==> src/core/fscr_pkg.sv <==
// shared constants of the flash status and configuration block
`default_nettype none
package fscr_pkg;
    // opcodes decoded here
    localparam logic [7:0] OP_WR_ENABLE = 8'h06;
    localparam logic [7:0] OP_WR_DISABLE = 8'h04;
    localparam logic [7:0] OP_WR_STAT_LO = 8'h01;
    localparam logic [7:0] OP_WR_STAT_HI = 8'h31;
    localparam logic [7:0] OP_RD_CONFIG = 8'h15;
    localparam logic [7:0] OP_SUSPEND = 8'h75;
    localparam logic [7:0] OP_RESUME = 8'h7A;
    // status word bit positions
    localparam int POS_BUSY = 0;
    localparam int POS_WE_LATCH = 1;
    localparam int POS_SP_LOWER = 7;
    localparam int POS_SP_UPPER = 8;
    localparam int POS_QUAD = 9;
    localparam int POS_FAIL = 10;
    localparam int POS_LOCK_LO = 11;
    localparam int POS_CMPL = 14;
    localparam int POS_PAUSED = 15;
    // configuration byte bit positions
    localparam int CFG_HOLD_RST = 7;
    localparam int CFG_DRV_LO = 5;
    localparam int CFG_PAGE_LO = 3;
    localparam int CFG_SCHEME = 2;
    localparam int CFG_DUMMY = 1;
    localparam int CFG_TRAIN = 0;
    // values after reset
    localparam logic [15:0] STAT_RESET = 16'h0000;
    localparam logic [7:0] CFG_RESET = 8'h00;
    // decoded setting values
    localparam logic [7:0] DRV_PCT_00 = 8'h3C;
    localparam logic [7:0] DRV_PCT_01 = 8'h64;
    localparam logic [7:0] DRV_PCT_10 = 8'h8C;
    localparam logic [7:0] DRV_PCT_11 = 8'h28;
    localparam logic [9:0] WRAP_256 = 10'h0FF;
    localparam logic [9:0] WRAP_512 = 10'h1FF;
    localparam logic [9:0] WRAP_1024 = 10'h3FF;
    localparam logic [3:0] DUM_DUAL_0 = 4'h4;
    localparam logic [3:0] DUM_DUAL_1 = 4'h8;
    localparam logic [3:0] DUM_QUAD_0 = 4'h6;
    localparam logic [3:0] DUM_QUAD_1 = 4'hA;
    localparam logic [7:0] TRAIN_PATTERN = 8'h34;
    // serial frame bit counts: legal status write ends and last opcode bit
    localparam logic [5:0] BITS_ONE_BYTE = 6'h10;
    localparam logic [5:0] BITS_TWO_BYTES = 6'h18;
    localparam logic [5:0] BITS_OPCODE_LAST = 6'h07;
    // self-timed status write cycle
    localparam int CLK_MHZ = 25;
    localparam int STAT_WR_TIME_US = 5000;
    localparam int STAT_WR_CYC = STAT_WR_TIME_US * CLK_MHZ;
    localparam int BUSY_CNT_W = 17;
endpackage : fscr_pkg
`default_nettype wire

==> src/core/fscr_link_if.sv <==
// carrier between the serial front end and the register core
`default_nettype none
interface fscr_link_if;
    logic cs_low;
    logic frame_end;
    logic op_valid;
    logic [7:0] op;
    logic [5:0] bit_cnt;
    logic [15:0] rx;
    logic sck_edge;
    logic [7:0] tx_byte;
    logic tx_en;
    logic so_q;
    logic so_oe;
    modport front (output cs_low, frame_end, op_valid, op, bit_cnt, rx, sck_edge, so_q, so_oe,
                   input tx_byte, tx_en);
    modport core (input cs_low, frame_end, op_valid, op, bit_cnt, rx, sck_edge, so_q, so_oe,
                  output tx_byte, tx_en);
endinterface : fscr_link_if
`default_nettype wire

==> src/core/fscr_front.sv <==
// serial front end: pin synchronisers, bit shifter and byte output
`default_nettype none
module fscr_front (
    input wire logic clk,
    input wire logic rst_n,
    input wire logic cs_n_pin,
    input wire logic sclk_pin,
    input wire logic si_pin,
    fscr_link_if.front lk
);
    import fscr_pkg::*;

    typedef struct packed {
        logic cs_s1;
        logic cs_s2;
        logic cs_d;
        logic ck_s1;
        logic ck_s2;
        logic ck_d;
        logic si_s1;
        logic si_s2;
        logic [5:0] cnt;
        logic [15:0] sh;
        logic [7:0] op;
        logic op_valid;
        logic frame_end;
        logic [2:0] tx_idx;
        logic so;
        logic so_oe;
    } fscr_front_s;

    fscr_front_s q, d;
    logic rise, fall;

    // edges are taken from the second sync stage only
    always_comb
    begin
        d = q;
        rise = q.ck_s2 & ~q.ck_d;
        fall = ~q.ck_s2 & q.ck_d;
        d.cs_s1 = cs_n_pin;
        d.cs_s2 = q.cs_s1;
        d.cs_d = q.cs_s2;
        d.ck_s1 = sclk_pin;
        d.ck_s2 = q.ck_s1;
        d.ck_d = q.ck_s2;
        d.si_s1 = si_pin;
        d.si_s2 = q.si_s1;
        d.op_valid = 1'b0;
        d.frame_end = q.cs_s2 & ~q.cs_d;
        if (q.cs_s2)
        begin
            // count survives the frame-end cycle so the core can judge the length
            if (q.cs_d)
                d.cnt = '0;
            d.tx_idx = '0;
            d.so_oe = 1'b0;
        end
        else
        begin
            if (rise)
            begin
                d.sh = {q.sh[14:0], q.si_s2};
                // saturate so long frames never alias a legal count
                if (q.cnt != 6'h3F)
                    d.cnt = q.cnt + 6'h01;
                if (q.cnt == BITS_OPCODE_LAST)
                begin
                    d.op = {q.sh[6:0], q.si_s2};
                    d.op_valid = 1'b1;
                end
            end
            // data leaves on the falling edge, msb first, byte repeats
            if (fall && lk.tx_en)
            begin
                d.so = lk.tx_byte[3'h7 - q.tx_idx];
                d.tx_idx = q.tx_idx + 3'h1;
                d.so_oe = 1'b1;
            end
        end
    end

    always_ff @(posedge clk or negedge rst_n)
    begin
        if (!rst_n)
            q <= '{cs_s1: 1'b1, cs_s2: 1'b1, cs_d: 1'b1, default: '0};
        else
            q <= d;
    end

    // outputs toward the core
    assign lk.cs_low = ~q.cs_s2;
    assign lk.frame_end = q.frame_end;
    assign lk.op_valid = q.op_valid;
    assign lk.op = q.op;
    assign lk.bit_cnt = q.cnt;
    assign lk.rx = q.sh;
    assign lk.sck_edge = q.ck_s2 ^ q.ck_d;
    assign lk.so_q = q.so;
    assign lk.so_oe = q.so_oe;
endmodule : fscr_front
`default_nettype wire

==> src/core/fscr_regs.sv <==
// status word and configuration byte logic of a serial nor flash
// Summary of operation
// - three security lock bits start clear, set individually, never clear again
// - protection complement bit is writable, defaults clear, joins block protect decode
// - paused flag set by suspend opcode, cleared by resume opcode or reset
// - configuration read opcode is served at any time, even while busy
// - configuration read drives the byte on serial output, upper lines ignored
// - with quad off, config bit seven picks hold or reset for shared pin
// - with quad on, shared pin carries data only, hold and reset disabled
// - drive strength field selects sixty, hundred, hundred forty or forty percent
// - page size field selects 256, 512 or 1024 byte program page
// - program buffer load address wraps at the selected page size
// - page erase covers one, two or four pages by page size field
// - scheme bit picks area protection or individual block locks
// - all individual block lock bits preset to one after any reset
// - dummy bit sets dual read four or eight, quad read six or ten
// - training enable drives pattern 00110100 on all lines during dummy cycles
// - status write opcode 01H updates low byte, 31H updates high byte
// - status write needs the write enable latch set first
// - status write data never lands in bits fifteen, ten, one and zero
// - status write counts only if chip select rises after bit 8 or 16
// - one byte status write with opcode 01H clears complement, quad and upper protect bits
// - valid status write starts timed busy cycle, then latch clears
// - hardware protected mode refuses status writes
// - lower protect set with write protect pin low locks both registers
// - latch clear means status write, program and erase are refused
`default_nettype none
module fscr_regs #(
    parameter int STAT_WR_CYCLES = fscr_pkg::STAT_WR_CYC
) (
    input wire logic ref_clk,
    input wire logic resetn,
    input wire logic cs_n_pin,
    input wire logic sclk_pin,
    input wire logic si_pin,
    output logic so_out,
    output logic so_oe,
    input wire logic wp_n_pin,
    input wire logic hold_rst_n_pin,
    input wire logic ep_fail_in,
    input wire logic train_window,
    input wire logic cfg_wr_valid,
    input wire logic [7:0] cfg_wr_data,
    output logic [3:0] training_out,
    output logic training_oe,
    output logic [15:0] status_word,
    output logic [7:0] configuration_byte,
    output logic busy_flag,
    output logic write_enable_latch,
    output logic protect_complement,
    output logic protect_scheme_select,
    output logic block_lock_preset,
    output logic hold_active,
    output logic reset_active,
    output logic [7:0] drive_strength_pct,
    output logic [9:0] page_wrap_mask,
    output logic [2:0] erase_page_count,
    output logic [3:0] dummy_dual,
    output logic [3:0] dummy_quad
);
    import fscr_pkg::*;

    typedef struct packed {
        logic [15:0] stat;
        logic [7:0] cfg;
        logic armed;
        logic arm_hi;
        logic rd_cfg;
        logic [BUSY_CNT_W-1:0] busy_cnt;
        logic wp_s1;
        logic wp_s2;
        logic hr_s1;
        logic hr_s2;
        logic [2:0] tr_idx;
        logic tr_bit;
        logic tr_oe;
        logic hold_q;
        logic rst_act;
        logic preset;
        logic [7:0] drv_pct;
        logic [9:0] wrap_mask;
        logic [2:0] pages;
        logic [3:0] dum_dual;
        logic [3:0] dum_quad;
    } fscr_core_s;

    localparam fscr_core_s CORE_RST = '{stat: STAT_RESET, cfg: CFG_RESET, wp_s1: 1'b1, wp_s2: 1'b1,
                                       hr_s1: 1'b1, hr_s2: 1'b1, preset: 1'b1, drv_pct: DRV_PCT_00,
                                       wrap_mask: WRAP_256, pages: 3'h1, dum_dual: DUM_DUAL_0,
                                       dum_quad: DUM_QUAD_0, default: '0};

    logic rs1, rs2, rst_n;
    fscr_core_s q, d;
    fscr_link_if lk ();
    logic hw_prot, wr_op, frame_ok, start_wr, one_byte;
    logic [7:0] lo_b, hi_b;

    // reset release passes two flops; assertion stays asynchronous
    always_ff @(posedge ref_clk or negedge resetn)
    begin
        if (!resetn)
        begin
            rs1 <= 1'b0;
            rs2 <= 1'b0;
        end
        else
        begin
            rs1 <= 1'b1;
            rs2 <= rs1;
        end
    end
    assign rst_n = rs2;

    fscr_front u_front (
        .clk(ref_clk),
        .rst_n(rst_n),
        .cs_n_pin(cs_n_pin),
        .sclk_pin(sclk_pin),
        .si_pin(si_pin),
        .lk(lk)
    );

    // protect mode and frame-end qualification
    always_comb
    begin
        hw_prot = q.stat[POS_SP_UPPER] | (q.stat[POS_SP_LOWER] & ~q.wp_s2);
        wr_op = lk.op_valid && (lk.op == OP_WR_STAT_LO || lk.op == OP_WR_STAT_HI);
        // only bit 8 or bit 16 of data is a legal end
        frame_ok = lk.bit_cnt == BITS_ONE_BYTE || lk.bit_cnt == BITS_TWO_BYTES;
        start_wr = lk.frame_end && q.armed && frame_ok;
        one_byte = lk.bit_cnt == BITS_ONE_BYTE;
        lo_b = one_byte ? lk.rx[7:0] : lk.rx[15:8];
        hi_b = lk.rx[7:0];
    end

    // next state of the whole register core
    always_comb
    begin
        d = q;
        d.wp_s1 = wp_n_pin;
        d.wp_s2 = q.wp_s1;
        d.hr_s1 = hold_rst_n_pin;
        d.hr_s2 = q.hr_s1;
        d.stat[POS_FAIL] = ep_fail_in;
        // opcode decode, one pulse per frame
        if (lk.op_valid)
        begin
            case (lk.op)
                OP_WR_ENABLE:
                    if (!q.stat[POS_BUSY])
                        d.stat[POS_WE_LATCH] = 1'b1;
                OP_WR_DISABLE:
                    if (!q.stat[POS_BUSY])
                        d.stat[POS_WE_LATCH] = 1'b0;
                // suspend and resume drive the paused flag
                OP_SUSPEND:
                    d.stat[POS_PAUSED] = 1'b1;
                OP_RESUME:
                    d.stat[POS_PAUSED] = 1'b0;
                OP_RD_CONFIG:
                    d.rd_cfg = 1'b1;
                default:
                    d.rd_cfg = q.rd_cfg;
            endcase
        end
        // latch, busy and protect gate the write
        if (wr_op)
        begin
            d.armed = q.stat[POS_WE_LATCH] & ~q.stat[POS_BUSY] & ~hw_prot;
            d.arm_hi = lk.op == OP_WR_STAT_HI;
        end
        // output repeats until the frame closes
        if (lk.frame_end)
        begin
            d.rd_cfg = 1'b0;
            d.armed = 1'b0;
        end
        if (start_wr)
        begin
            // opcode picks the byte that is written
            if (q.arm_hi)
            begin
                // lock bits only accumulate, 15 and 10 kept
                d.stat[POS_CMPL] = lo_b[6];
                d.stat[13:11] = q.stat[13:11] | lo_b[5:3];
                d.stat[POS_QUAD] = lo_b[1];
                d.stat[POS_SP_UPPER] = lo_b[0];
            end
            else
            begin
                // bits one and zero are never taken from data
                d.stat[7:2] = lo_b[7:2];
                if (one_byte)
                begin
                    // legacy one byte write clears three bits
                    d.stat[POS_CMPL] = 1'b0;
                    d.stat[POS_QUAD] = 1'b0;
                    d.stat[POS_SP_UPPER] = 1'b0;
                end
                else
                begin
                    d.stat[POS_CMPL] = hi_b[6];
                    d.stat[13:11] = q.stat[13:11] | hi_b[5:3];
                    d.stat[POS_QUAD] = hi_b[1];
                    d.stat[POS_SP_UPPER] = hi_b[0];
                end
            end
            // timed cycle begins at chip select rise
            d.stat[POS_BUSY] = 1'b1;
            d.busy_cnt = BUSY_CNT_W'(STAT_WR_CYCLES - 1);
        end
        else if (q.stat[POS_BUSY])
        begin
            // busy ends and the latch drops together
            if (q.busy_cnt == '0)
            begin
                d.stat[POS_BUSY] = 1'b0;
                d.stat[POS_WE_LATCH] = 1'b0;
            end
            else
                d.busy_cnt = q.busy_cnt - BUSY_CNT_W'(1);
        end
        // configuration writes obey the same hardware lock
        if (cfg_wr_valid && !hw_prot)
            d.cfg = cfg_wr_data;
        // shared pin role, quad mode turns both off
        d.hold_q = ~q.stat[POS_QUAD] & ~q.cfg[CFG_HOLD_RST] & ~q.hr_s2;
        d.rst_act = ~q.stat[POS_QUAD] & q.cfg[CFG_HOLD_RST] & ~q.hr_s2;
        // block locks preset after reset or reset pin
        d.preset = d.rst_act;
        case (q.cfg[CFG_DRV_LO+1:CFG_DRV_LO])
            2'h1: d.drv_pct = DRV_PCT_01;
            2'h2: d.drv_pct = DRV_PCT_10;
            2'h3: d.drv_pct = DRV_PCT_11;
            default: d.drv_pct = DRV_PCT_00;
        endcase
        // page size, wrap and erase span
        case (q.cfg[CFG_PAGE_LO+1:CFG_PAGE_LO])
            2'h1:
            begin
                d.wrap_mask = WRAP_512;
                d.pages = 3'h2;
            end
            2'h2:
            begin
                d.wrap_mask = WRAP_1024;
                d.pages = 3'h4;
            end
            default:
            begin
                d.wrap_mask = WRAP_256;
                d.pages = 3'h1;
            end
        endcase
        d.dum_dual = q.cfg[CFG_DUMMY] ? DUM_DUAL_1 : DUM_DUAL_0;
        d.dum_quad = q.cfg[CFG_DUMMY] ? DUM_QUAD_1 : DUM_QUAD_0;
        // pattern advances on both clock edges of a dtr dummy phase
        if (train_window && q.cfg[CFG_TRAIN])
        begin
            d.tr_oe = 1'b1;
            if (lk.sck_edge || !q.tr_oe)
            begin
                d.tr_bit = TRAIN_PATTERN[3'h7 - q.tr_idx];
                d.tr_idx = q.tr_idx + 3'h1;
            end
        end
        else
        begin
            d.tr_oe = 1'b0;
            d.tr_idx = '0;
        end
    end

    always_ff @(posedge ref_clk or negedge rst_n)
    begin
        if (!rst_n)
            q <= CORE_RST;
        else
            q <= d;
    end

    // configuration byte feeds the serial shifter
    assign lk.tx_byte = q.cfg;
    assign lk.tx_en = q.rd_cfg;
    assign so_out = lk.so_q;
    assign so_oe = lk.so_oe;
    // register outputs
    assign training_out = {4{q.tr_bit}};
    assign training_oe = q.tr_oe;
    assign status_word = q.stat;
    assign configuration_byte = q.cfg;
    assign busy_flag = q.stat[POS_BUSY];
    assign write_enable_latch = q.stat[POS_WE_LATCH];
    assign protect_complement = q.stat[POS_CMPL];
    // scheme select drives protection choice outside
    assign protect_scheme_select = q.cfg[CFG_SCHEME];
    assign block_lock_preset = q.preset;
    assign hold_active = q.hold_q;
    assign reset_active = q.rst_act;
    assign drive_strength_pct = q.drv_pct;
    assign page_wrap_mask = q.wrap_mask;
    assign erase_page_count = q.pages;
    assign dummy_dual = q.dum_dual;
    assign dummy_quad = q.dum_quad;
endmodule : fscr_regs
`default_nettype wire

==> config.mk <==
export PLATFORM = sky130hd
export DESIGN_NAME = fscr_regs
export DESIGN_NICKNAME = d
export VERILOG_FILES = /design/src/core/fscr_pkg.sv /design/src/core/fscr_link_if.sv /design/src/core/fscr_front.sv /design/src/core/fscr_regs.sv
export SDC_FILE = /design/constraint.sdc
export NUM_CORES = 1
export LEC_CHECK = 0
export ABC_AREA = 1
export BUFFER_PORTS_ARGS = -buffer_cell sky130_fd_sc_hd__buf_2
export CAP_MARGIN = 20
export CORE_ASPECT_RATIO = 2
export CORE_MARGIN = 3
export CORE_UTILIZATION = 30
export DETAILED_ROUTE_END_ITERATION = 16
export SLEW_MARGIN = 15
export SYNTH_ARGS = -nofsm -noshare
export SYNTH_HDL_FRONTEND = slang
export SYNTH_HIERARCHICAL = 1
export SYNTH_SLANG_ARGS = --single-unit
==> constraint.sdc <==
create_clock -name ref_clk -period 4.9 [get_ports ref_clk]
set_input_delay 0.245 -clock ref_clk [delete_from_list [all_inputs] [get_ports ref_clk]]
set_output_delay 0.245 -clock ref_clk [all_outputs]
set_load 0.005 [all_outputs]
==> results of run 1 <==
Yosys cell counts (all sizes together), types with 3 or more instances:
cell type	count
inv	74
dfrtp	101
nand2	186
dfstp	14
nor3	8
a21oi	17
buf	97
o21ai	47
nand4	4
mux2	4
nor2	70
nand3	49
o21bai	3
nand3b	4
ha	10
layout make-up:
type	instances	area (um^2)
clock inverter	12	131
clock buffer	20	457
multi-input combinational	425	2040
fill	2036	12500
sequential	115	2900
timing repair buffer	78	428
inverter	74	278
tap	255	319
cell families after synthesis:
logic type / Yosys count
AND/OR/NAND/NOR: 325
other: 2
AO/OA/AOI/OAI: 68
flip-flops: 115
XOR/XNOR: 3
buffers and inverters: 173
adder cells (fa/ha/maj): 10
multiplexers: 4
worst min path at each step:
stage                              start               endpoint  slack, ns  depth (start not counted)
after floorplan                   resetn                    rs1      -0.05                          0
after global placement            resetn                    rs1       0.03                          1
after detailed placement          resetn                    rs1       0.03                          1
after CTS                 cfg_wr_data[2]  configuration_byte[2]       0.05                          2
after global routing      cfg_wr_data[6]  configuration_byte[6]       0.06                          2
final                     cfg_wr_data[2]  configuration_byte[2]       0.07                          2
worst reg2reg max path, cell delays in order, from the launching register on:
cell and delay (ns):
dfrtp_1 0.37, inv_1 0.06, ha_1 0.15, inv_1 0.08
nor2_4 0.47, nand3_2 0.45, nand2_1 0.20, o21ai_2 0.07
registers in the layout (all words and copies together) (netlist names), 5 cells and up:
| name | cells |
|---|---|
| u_front/q | 6 |
| u_front/d | 5 |
| u_front/lk.bit_cnt | 6 |
| status_word | 16 |
| u_front/lk.rx | 16 |
| u_front/lk.op | 8 |
| drive_strength_pct | 6 |
| q | 24 |
| configuration_byte | 8 |
routing by layer:
metal / track usage / vias to the layer above / share of wire
met5: 0 / - / 0
met4: 0.0544 / 0 / 0.025
met3: 0.0253 / 26 / 0.034
met2: 0.241 / 93 / 0.58
met1: 0.118 / 2084 / 0.36
li1: - / 2111 / -
stage by stage:
step	hold WS (ns)	power, uW
6_report	0.0705	2400
5_1_grt	0.0564	2500
4_1_cts	0.0510	2440
3_5_place_dp	0.0322	1200
3_3_place_gp	0.0318	1200
2_1_floorplan	-0.0506	1190
where the power goes:
part / internal, uW / leakage (uW) / switching [uW]
logic: 51.5 / 0.00165 / 80.1
registers: 1000 / 0.00149 / 46.4
clock network: 775 / 0.000278 / 444
==> summary.txt, run 1 <==
Run status
  • Outcome: finished clean

Setup path
  • Slowest Stage Delay on Critical Path: 0.47 ns
  • Reg2Reg Setup Slack: 2.93 ns
  • Crit end category: flip-flop
  • R2r startpoint: u_front/q[39]
  • Critical-path cell list: inv_1, ha_1, inv_1, nor2_4, nand3_2, nand2_1, o21ai_2
  • Slowest-stage cell, CP: nor2_4
  • Top Family by Delay on Critical Path: simple AND/OR/NAND/NOR gates
  • CP Data Arrival Time: 2.25 ns
  • Reg2reg path depth: 7
  • WP data required: 5.18 ns
  • Critical path origin: u_front/q[39]
  • Largest fanout on the critical path: 27
  • Startpoint types: flip-flop
  • Critical R2R Capture: u_front/lk.op[7]
  • Crit Path Class: flip-flop to flip-flop
  • Most used cell, CP: inv_1
  • Critical path depth in cells: 7
  • WP buf/inv: 2
  • Crit path to: u_front/lk.op[7]

Finish
  • Layout cells sized above 1: 0.209
  • Final std cells w/o fill: 979
  • Nets: 739
  • Antenna Cells: 0
  • Most common cell after layout, fill and taps aside: nand2_1
  • Fin area: 6550 um^2
  • P&R area growth vs syn: 11.2%
  • Final core occ: 0.345
  • Most frequent cells in the layout: nand2_1, dfrtp_1, buf_2

Global routing
  • Global route total overflow: 0
  • GR Util All Layers: 0.122
  • Initial antenna violation count: 0
  • Vias in the first global route: 4361
  • Global-route wire length before repair: 20.8 mm
  • Largest net degree at the start of global routing: 63

STA
  • RSZ-0062 raised after global routing: false
  • Final setup viols: 0
  • Setup ws final: 2.93 ns
  • Hold Fails Final Rpt: 0
  • Slew margin rel.: 0.463
  • Part of the cycle the worst path needs: 0.403
  • Worst Tran Pin Value: 0.805 ns
  • Setup Total Neg Slack: 0 ns
  • Fmax: 0.507 GHz
  • Final clock skew: 0.00783 ns
  • Pins Over Slew Limit: 0
  • Final min period: 1.97 ns

Placement
  • DP Cell Count: 940
  • Post-placement setup slack: 2.96 ns
  • Placed instance area: 5890 um^2
  • GP Congestion: 0.850
  • IO buf count: 70
  • DP Wirelength: 9.30 mm

Synth
  • Post-synth ARST share: 1.00
  • Post-synthesis simple-gate area fraction: 0.236
  • Mux contribution to synthesized area: 0.00764
  • Adder-cell area share of the yosys netlist: 0.0212
  • Compound-Gate Fraction of Synth Area: 0.0671
  • Sequential area share after synthesis: 0.491
  • Largest family of logic cells by synthesized area: simple AND/OR/NAND/NOR gates
  • Synth warnings: 6
  • Post-synth top area cell: dfrtp_1
  • Synth Area per Inst: 8.42 um^2
  • Post-synthesis xor/xnor area fraction: 0.00446
  • Synth top area share: 0.429
  • Synth top area cells: dfrtp_1, nand2_1, buf_4, dfstp_2, inv_1
  • Syn Inst Count: 700
  • Main synth FF type: dfrtp_1
  • Distinct cell type count of the synthesized netlist: 35
  • Yosys reg bits: 115
  • Post-Syn Area: 5890 um^2
  • Post-synth EDFFs: 0

Die
  • I/O pin count: 85
  • Initial Util: 0.310
  • Die Y: 204 um
  • # rows: 71
  • Die area: 21500 um^2
  • Chip Width: 105 um
  • Core Box Area: 19000 um^2

CTS
  • CTS Sinks: 115
  • Max Root-Sink Buffers: 2
  • Reg clk slew, reported paths: 0.05 ns
  • H-tree depth: 4
  • Root Driver: clkbuf_16
  • Cts hold-fix bufs: 7
  • Setup bufs post-CTS: 0
  • CTS tree: yes
  • # resized after CTS: 0
  • Clk Latency, worst-skew pair: 0.41 ns
  • Num CTS Buffers: 17

Run
  • Max-cap viol count: 0

Routing
  • Vias: 4314
  • Post-route ant nets: 0
  • DR DRC count: 0
  • Vias per cell: 4.41
  • Aggregate routed wire length: 12.6 mm
  • First drt pass iteration count: 5
  • DRT iter0 DRCs: 222
  • WL/cell: 12.9 um

Pwr
  • PwrDens: 366 nW/um^2
  • Leak: 0.00342 uW
  • Peak supply drop: 0.242 mV

Worst hold path
  • Hold Crit Class: input port to flip-flop
No activity file was read; power rests on OpenSTA's default activity.
==> run 2: changes to the inputs <==
clock period = 1.7 ns   (was 4.9 ns; I/O delays follow)
==> run 2 against run 1 <==
Maximum frequency rose by 29%. Flip-flop and latch count unchanged. Register-to-register slack got worse by 2.8 ns. Count of clock-buffer cells in the layout rose by 3. First-iteration DRC count grew 0.45%. Global-route usage rose by 0.31 points. Die area unchanged. Critical path depth did not move. Critical endpoint is now status_word[11].
==> summary.txt, run 2 (same netlist as run 1, synthesis figures left out) <==
Placement
  • IO buf count: 70 (unchanged)
  • DP Wirelength: 9.60 mm (+3.2%)
  • GP Congestion: 0.853 (+0.31%)
  • Placed instance area: 6030 um^2 (+2.3%)

CTS
  • Clk Latency, worst-skew pair: 0.40 ns (about the same)
  • Root Driver: clkbuf_16
  • Max Root-Sink Buffers: 2 (unchanged)
  • Num CTS Buffers: 17 (unchanged)
  • CTS tree: yes
  • H-tree depth: 4 (unchanged)
  • CTS Sinks: 115 (unchanged)
  • Reg clk slew, reported paths: 0.05 ns (about the same)

Finish
  • FF+latch area: 2900 um^2 (unchanged)
  • Most flop-heavy register: q
  • Fin area: 6780 um^2 (+3.5%)
  • FILL cells: 2017 (-0.93%)
  • P&R area growth vs syn: 15.1%
  • Nets: 763 (+3.2%)
  • Multi-input gate area: 2040 um^2 (unchanged)
  • Largest register FFs: 24 (unchanged)
  • Most frequent cells in the layout: nand2_1, dfrtp_1, buf_2
  • Antenna Cells: 0 (unchanged)
  • Most common cell after layout, fill and taps aside: nand2_1
  • Layout cells sized above 1: 0.217 (+0.00801)

STA
  • Final clock skew: 0.0101 ns (+0.00232 ns)
  • Hold Fails Final Rpt: 0 (unchanged)
  • Worst Tran Pin Value: 0.512 ns (-0.292 ns)
  • Slew margin rel.: 0.658 (+0.195)
  • Pins Over Slew Limit: 0 (unchanged)
  • Setup Total Neg Slack: 0 ns (unchanged)
  • Final min period: 1.52 ns (-0.449 ns)
  • RSZ-0062 raised after global routing: false
  • Final setup viols: 0 (unchanged)
  • Final hold slack: 0.0158 ns (-0.0547 ns)
  • Fmax: 0.656 GHz (+29%)
  • Part of the cycle the worst path needs: 0.897 (+0.494)

Setup path
  • Most used cell, CP: nand2_1
  • CP Data Arrival Time: 1.86 ns (-0.39 ns)
  • Critical path depth in cells: 7 (unchanged)
  • Startpoint types: flip-flop
  • Critical-path cell list: nor2_1, nand2_1, inv_1, nand2_2, a21oi_1, nand3_1, nand2_1
  • Slowest Stage Delay on Critical Path: 0.42 ns (-0.05 ns)
  • Largest fanout on the critical path: 5 (-81%)
  • Top Family by Delay on Critical Path: simple AND/OR/NAND/NOR gates
  • Reg2reg path depth: 7 (unchanged)
  • Crit end category: flip-flop
  • Slowest-stage cell, CP: dfrtp_1
  • WP data required: 2.04 ns (-3.14 ns)
  • WP buf/inv: 1 (-1)
  • Crit Path Class: flip-flop to flip-flop

Die
  • Core Box Area: 19000 um^2 (unchanged)
  • I/O pin count: 85 (unchanged)
  • Initial Util: 0.310 (unchanged)
  • Chip Width: 105 um (unchanged)
  • Die Y: 204 um (unchanged)
  • Die area: 21500 um^2 (unchanged)
  • # rows: 71 (unchanged)

Global routing
  • Largest net degree at the start of global routing: 73 (+16%)
  • Global route total overflow: 0 (unchanged)
  • Global-route wire length before repair: 21.0 mm (+1.1%)
  • Vias in the first global route: 4279 (-1.9%)
  • Initial antenna violation count: 0 (unchanged)
  • GR Util All Layers: 0.125 (+0.00309)

Run
  • Max-cap viol count: 0 (unchanged)

Routing
  • Top layer in use: met4
  • WL/cell: 12.7 um (-1.2%)
  • DR DRC count: 0 (unchanged)
  • Aggregate routed wire length: 12.8 mm (+1.2%)
  • Met2 wire length: 7.57 mm (+3.5%)
  • Met3 WL post-DR: 442 um (+1.8%)
  • First drt pass iteration count: 6 (+1)
  • Vias per cell: 4.30 (-2.4%)
  • Post-route ant nets: 0 (unchanged)
  • DRT iter0 DRCs: 223 (+0.45%)
  • M1 WL: 4.51 mm (-0.71%)
  • Vias: 4312 (-0.046%)

Pwr
  • Post-route total power: 6980 uW (+190%)
  • Leak: 0.00354 uW (+3.5%)
  • PwrDens: 1030 nW/um^2 (+180%)
  • Peak supply drop: 0.612 mV (+150%)

Worst hold path
  • Hold Crit Class: input port to async pin

Run status
  • Outcome: finished clean
-- run 2: cell types whose count changed in the layout (fill, tap and decap cells not counted), sizes merged --
| cell | previous run | this run |
|---|---|---|
| clkbuf | 20 | 23 |
| dlygate4sd3 | 7 | 16 |
| inv | 75 | 74 |
| buf | 71 | 86 |
| clkinvlp | 4 | 3 |
| bufinv | 2 | 3 |
| clkinv | 5 | 3 |
-- run 2: through the flow --
| step | utilization | setup WS [ns] | std cells |
|---|---|---|---|
| 2_1_floorplan | - | 0.243 | 713 |
| 3_3_place_gp | 0.317 | 0.186 | 955 |
| 3_5_place_dp | 0.317 | 0.182 | 955 |
| 4_1_cts | 0.357 | 0.173 | 1003 |
| 5_1_grt | 0.357 | 0.0205 | 1003 |
| 6_report | 0.357 | 0.176 | 1003 |
-- run 2: worst paths after layout --
| check | startpoint | end | slack (ns) |
|---|---|---|---|
| max reg2reg | u_front/lk.bit_cnt[2] | status_word[11] | 0.18 |
| min | resetn | rs2 | 0.02 |
| min reg2reg | rs2 | u_front/lk.op[0] | 0.33 |
| min in group ref_clk | cfg_wr_valid | configuration_byte[5] | 0.21 |
| max | u_front/lk.bit_cnt[2] | status_word[11] | 0.18 |
| max in group asynchronous | rs2 | block_lock_preset | 0.91 |
-- run 2: cell type report --
class,count,area share
sequential,115,0.428
tap,255,0.0471
timing repair buffer,102,0.0967
inverter,74,0.0410
multi-input combinational,425,0.301
clock inverter,9,0.0194
clock buffer,23,0.0675
-- run 2: timing repair --
action | in CTS | in global routing
setup buffers | 0 | 0
hold buffers | 16 | 0
hold endpoints to repair | 18 | 0
resized for setup | 0 | 0
-- run 2: power by group --
| part | switching, uW | internal, uW |
|---|---|---|
| clock | 1210 | 2340 |
| sequential | 115 | 2890 |
| combinational | 252 | 172 |
| total | 1580 | 5400 |
-- run 2: worst register-to-register path: stages, from the launching register on --
cell	delay (ns)
dfrtp_1	0.42
nor2_1	0.15
nand2_1	0.09
inv_1	0.10
nand2_2	0.11
a21oi_1	0.37
nand3_1	0.15
nand2_1	0.09
-- run 2: layer usage --
layer,track usage,vias up
li1,-,2167
met1,0.121,2042
met2,0.247,91
met3,0.0278,12
met4,0.0526,0
met5,0,-
==> run 3: changes to the inputs <==
HOLD_SLACK_MARGIN = 0.08   (was unset)
RECOVER_POWER = 50   (was unset)
==> run 3 against run 2 <==
Worst setup slack got worse by 0.0027 ns. Die area stayed put. Register-to-register slack barely moved. Via count hardly changed. Count of clock-buffer cells in the layout stayed put. Hold slack improved by 0.19 ns. Critical path depth is the same.
==> summary.txt, run 3 (same netlist as run 1, synthesis figures left out) <==
Finish
  • FF+latch area: 2900 um^2 (unchanged)
  • Largest register FFs: 24 (unchanged)
  • Most flop-heavy register: q
  • FILL cells: 2020 (+0.15%)
  • Antenna Cells: 0 (unchanged)
  • P&R area growth vs syn: 15.0% (about the same)
  • Most frequent cells in the layout: nand2_1, dfrtp_1, buf_2
  • Fin area: 6780 um^2 (about the same)
  • Nets: 764 (+0.13%)
  • Most common cell after layout, fill and taps aside: nand2_1
  • Multi-input gate area: 2040 um^2 (unchanged)
  • Layout cells sized above 1: 0.215 (-0.00162)

Routing
  • WL/cell: 12.7 um (about the same)
  • Post-route ant nets: 0 (unchanged)
  • DR DRC count: 0 (unchanged)
  • Vias per cell: 4.29 (-0.17%)
  • DRT iter0 DRCs: 212 (-4.9%)
  • Aggregate routed wire length: 12.8 mm (+0.17%)
  • First drt pass iteration count: 4 (-2)
  • Vias: 4309 (-0.070%)

Global routing
  • Initial antenna violation count: 0 (unchanged)
  • Global route total overflow: 0 (unchanged)
  • Vias in the first global route: 4286 (+0.16%)
  • Largest net degree at the start of global routing: 73 (unchanged)
  • GR Util All Layers: 0.125 (+0.000133)
  • Global-route wire length before repair: 21.0 mm (+0.13%)

Placement
  • GP Congestion: 0.853 (unchanged)
  • DP Wirelength: 9.60 mm (unchanged)
  • IO buf count: 70 (unchanged)
  • Placed instance area: 6030 um^2 (unchanged)

Worst hold path
  • Hold Path Sink: configuration_byte[3]
  • HP Start: cfg_wr_valid
  • WHS Path Cells: 4
  • Hold Crit Class: input port to flip-flop

CTS
  • Root Driver: clkbuf_16
  • Reg clk slew, reported paths: 0.05 ns (about the same)
  • CTS Sinks: 115 (unchanged)
  • Setup bufs post-CTS: 0 (unchanged)
  • Cts hold-fix bufs: 17 (+1)
  • H-tree depth: 4 (unchanged)
  • CTS tree: yes
  • Max Root-Sink Buffers: 2 (unchanged)
  • # resized after CTS: 0 (unchanged)
  • Clk Latency, worst-skew pair: 0.41 ns (about the same)
  • Num CTS Buffers: 17 (unchanged)

Setup path
  • Startpoint types: flip-flop
  • WP data required: 2.04 ns (about the same)
  • Top Family by Delay on Critical Path: simple AND/OR/NAND/NOR gates
  • Slowest Stage Delay on Critical Path: 0.42 ns (about the same)
  • Critical path depth in cells: 7 (unchanged)
  • CP Data Arrival Time: 1.87 ns (about the same)
  • Reg2Reg Setup Slack: 0.17 ns (about the same)
  • Most used cell, CP: nand2_1
  • R2r startpoint: u_front/lk.bit_cnt[2]
  • Reg2reg path depth: 7 (unchanged)
  • Largest fanout on the critical path: 5 (unchanged)
  • Critical-path cell list: nor2_1, nand2_1, inv_1, nand2_2, a21oi_1, nand3_1, nand2_1
  • WP buf/inv: 1 (unchanged)
  • Critical R2R Capture: status_word[11]
  • Crit Path Class: flip-flop to flip-flop
  • Crit end category: flip-flop
  • Slowest-stage cell, CP: dfrtp_1

Pwr
  • Peak supply drop: 0.616 mV (+0.75%)
  • PwrDens: 1030 nW/um^2 (about the same)
  • Leak: 0.00354 uW (about the same)

Die
  • Core Box Area: 19000 um^2 (unchanged)
  • Die Y: 204 um (unchanged)
  • # rows: 71 (unchanged)
  • Chip Width: 105 um (unchanged)
  • I/O pin count: 85 (unchanged)
  • Initial Util: 0.310 (unchanged)
  • Die area: 21500 um^2 (unchanged)

Run
  • Max-cap viol count: 0 (unchanged)

STA
  • Final hold slack: 0.206 ns (+0.190 ns)
  • Final min period: 1.53 ns (+0.00265 ns)
  • Hold Fails Final Rpt: 0 (unchanged)
  • Fmax: 0.655 GHz (-0.17%)
  • Setup Total Neg Slack: 0 ns (unchanged)
  • RSZ-0062 raised after global routing: false
  • Slew margin rel.: 0.322 (-0.336)
  • Final clock skew: 0.0127 ns (+0.00256 ns)
  • Part of the cycle the worst path needs: 0.898 (+0.00156)
  • Worst Tran Pin Value: 1.02 ns (+0.504 ns)
  • Pins Over Slew Limit: 0 (unchanged)
  • Final setup viols: 0 (unchanged)

Run status
  • Outcome: finished clean
-- run 3: cell types whose count changed in the layout (fill, tap and decap cells not counted) --
cell / previous run / this run
buf_12: 2 / 1
dfstp_1: 0 / 1
buf_4: 14 / 13
clkbuf_4: 0 / 1
dlygate4sd3_1: 16 / 17
dfstp_2: 14 / 13
clkbuf_2: 0 / 1
-- run 3: how the worst max path moves through the flow --
| stage | startpoint | end | slack, ns |
|---|---|---|---|
| after global placement | q[41] | q[56] | 0.19 |
| final | u_front/lk.bit_cnt[2] | status_word[11] | 0.17 |
| after CTS | q[41] | q[54] | 0.17 |
| after detailed placement | q[41] | q[54] | 0.18 |
| after floorplan | u_front/lk.bit_cnt[2] | q[46] | 0.24 |
| after global routing | u_front/lk.bit_cnt[2] | status_word[11] | 0.02 |
-- run 3: layout make-up --
cell class	count	area share
clock inverters	9	0.0194
clock buffers	23	0.0676
multi-input cells	425	0.301
flip-flops and latches	115	0.428
inverters	74	0.0410
repair buffers	103	0.0960
well taps	255	0.0471
-- run 3: tightest hold or removal path: cells and delay by family --
kind	cells	cell delay, ns
AO/OA/AOI/OAI	1	0.09
AND/OR/NAND/NOR	1	0.08
buffers and inverters	2	0.32
-- run 3: metal layers --
layer  vias to the layer above  global-route usage  wire length [um]
met5                         -                   0                 0
met4                         0              0.0526               214
met3                        13              0.0278               376
met2                        85               0.248              7650
met1                      2043               0.121              4540
li1                       2168                   -                 -
-- run 3: stage by stage --
stage / util / total power, uW / setup slack (ns) / std cells
2_1_floorplan: - / 3420 / 0.243 / 713
3_3_place_gp: 0.317 / 3450 / 0.186 / 955
3_5_place_dp: 0.317 / 3460 / 0.182 / 955
4_1_cts: 0.357 / 7100 / 0.173 / 1004
5_1_grt: 0.356 / 7290 / 0.0205 / 1004
6_report: 0.356 / 6980 / 0.173 / 1004
-- run 3: power by group --
group	internal, uW	switching, uW
sequential	2890	114
combinational	169	253
clock	2340	1210
total	5400	1580
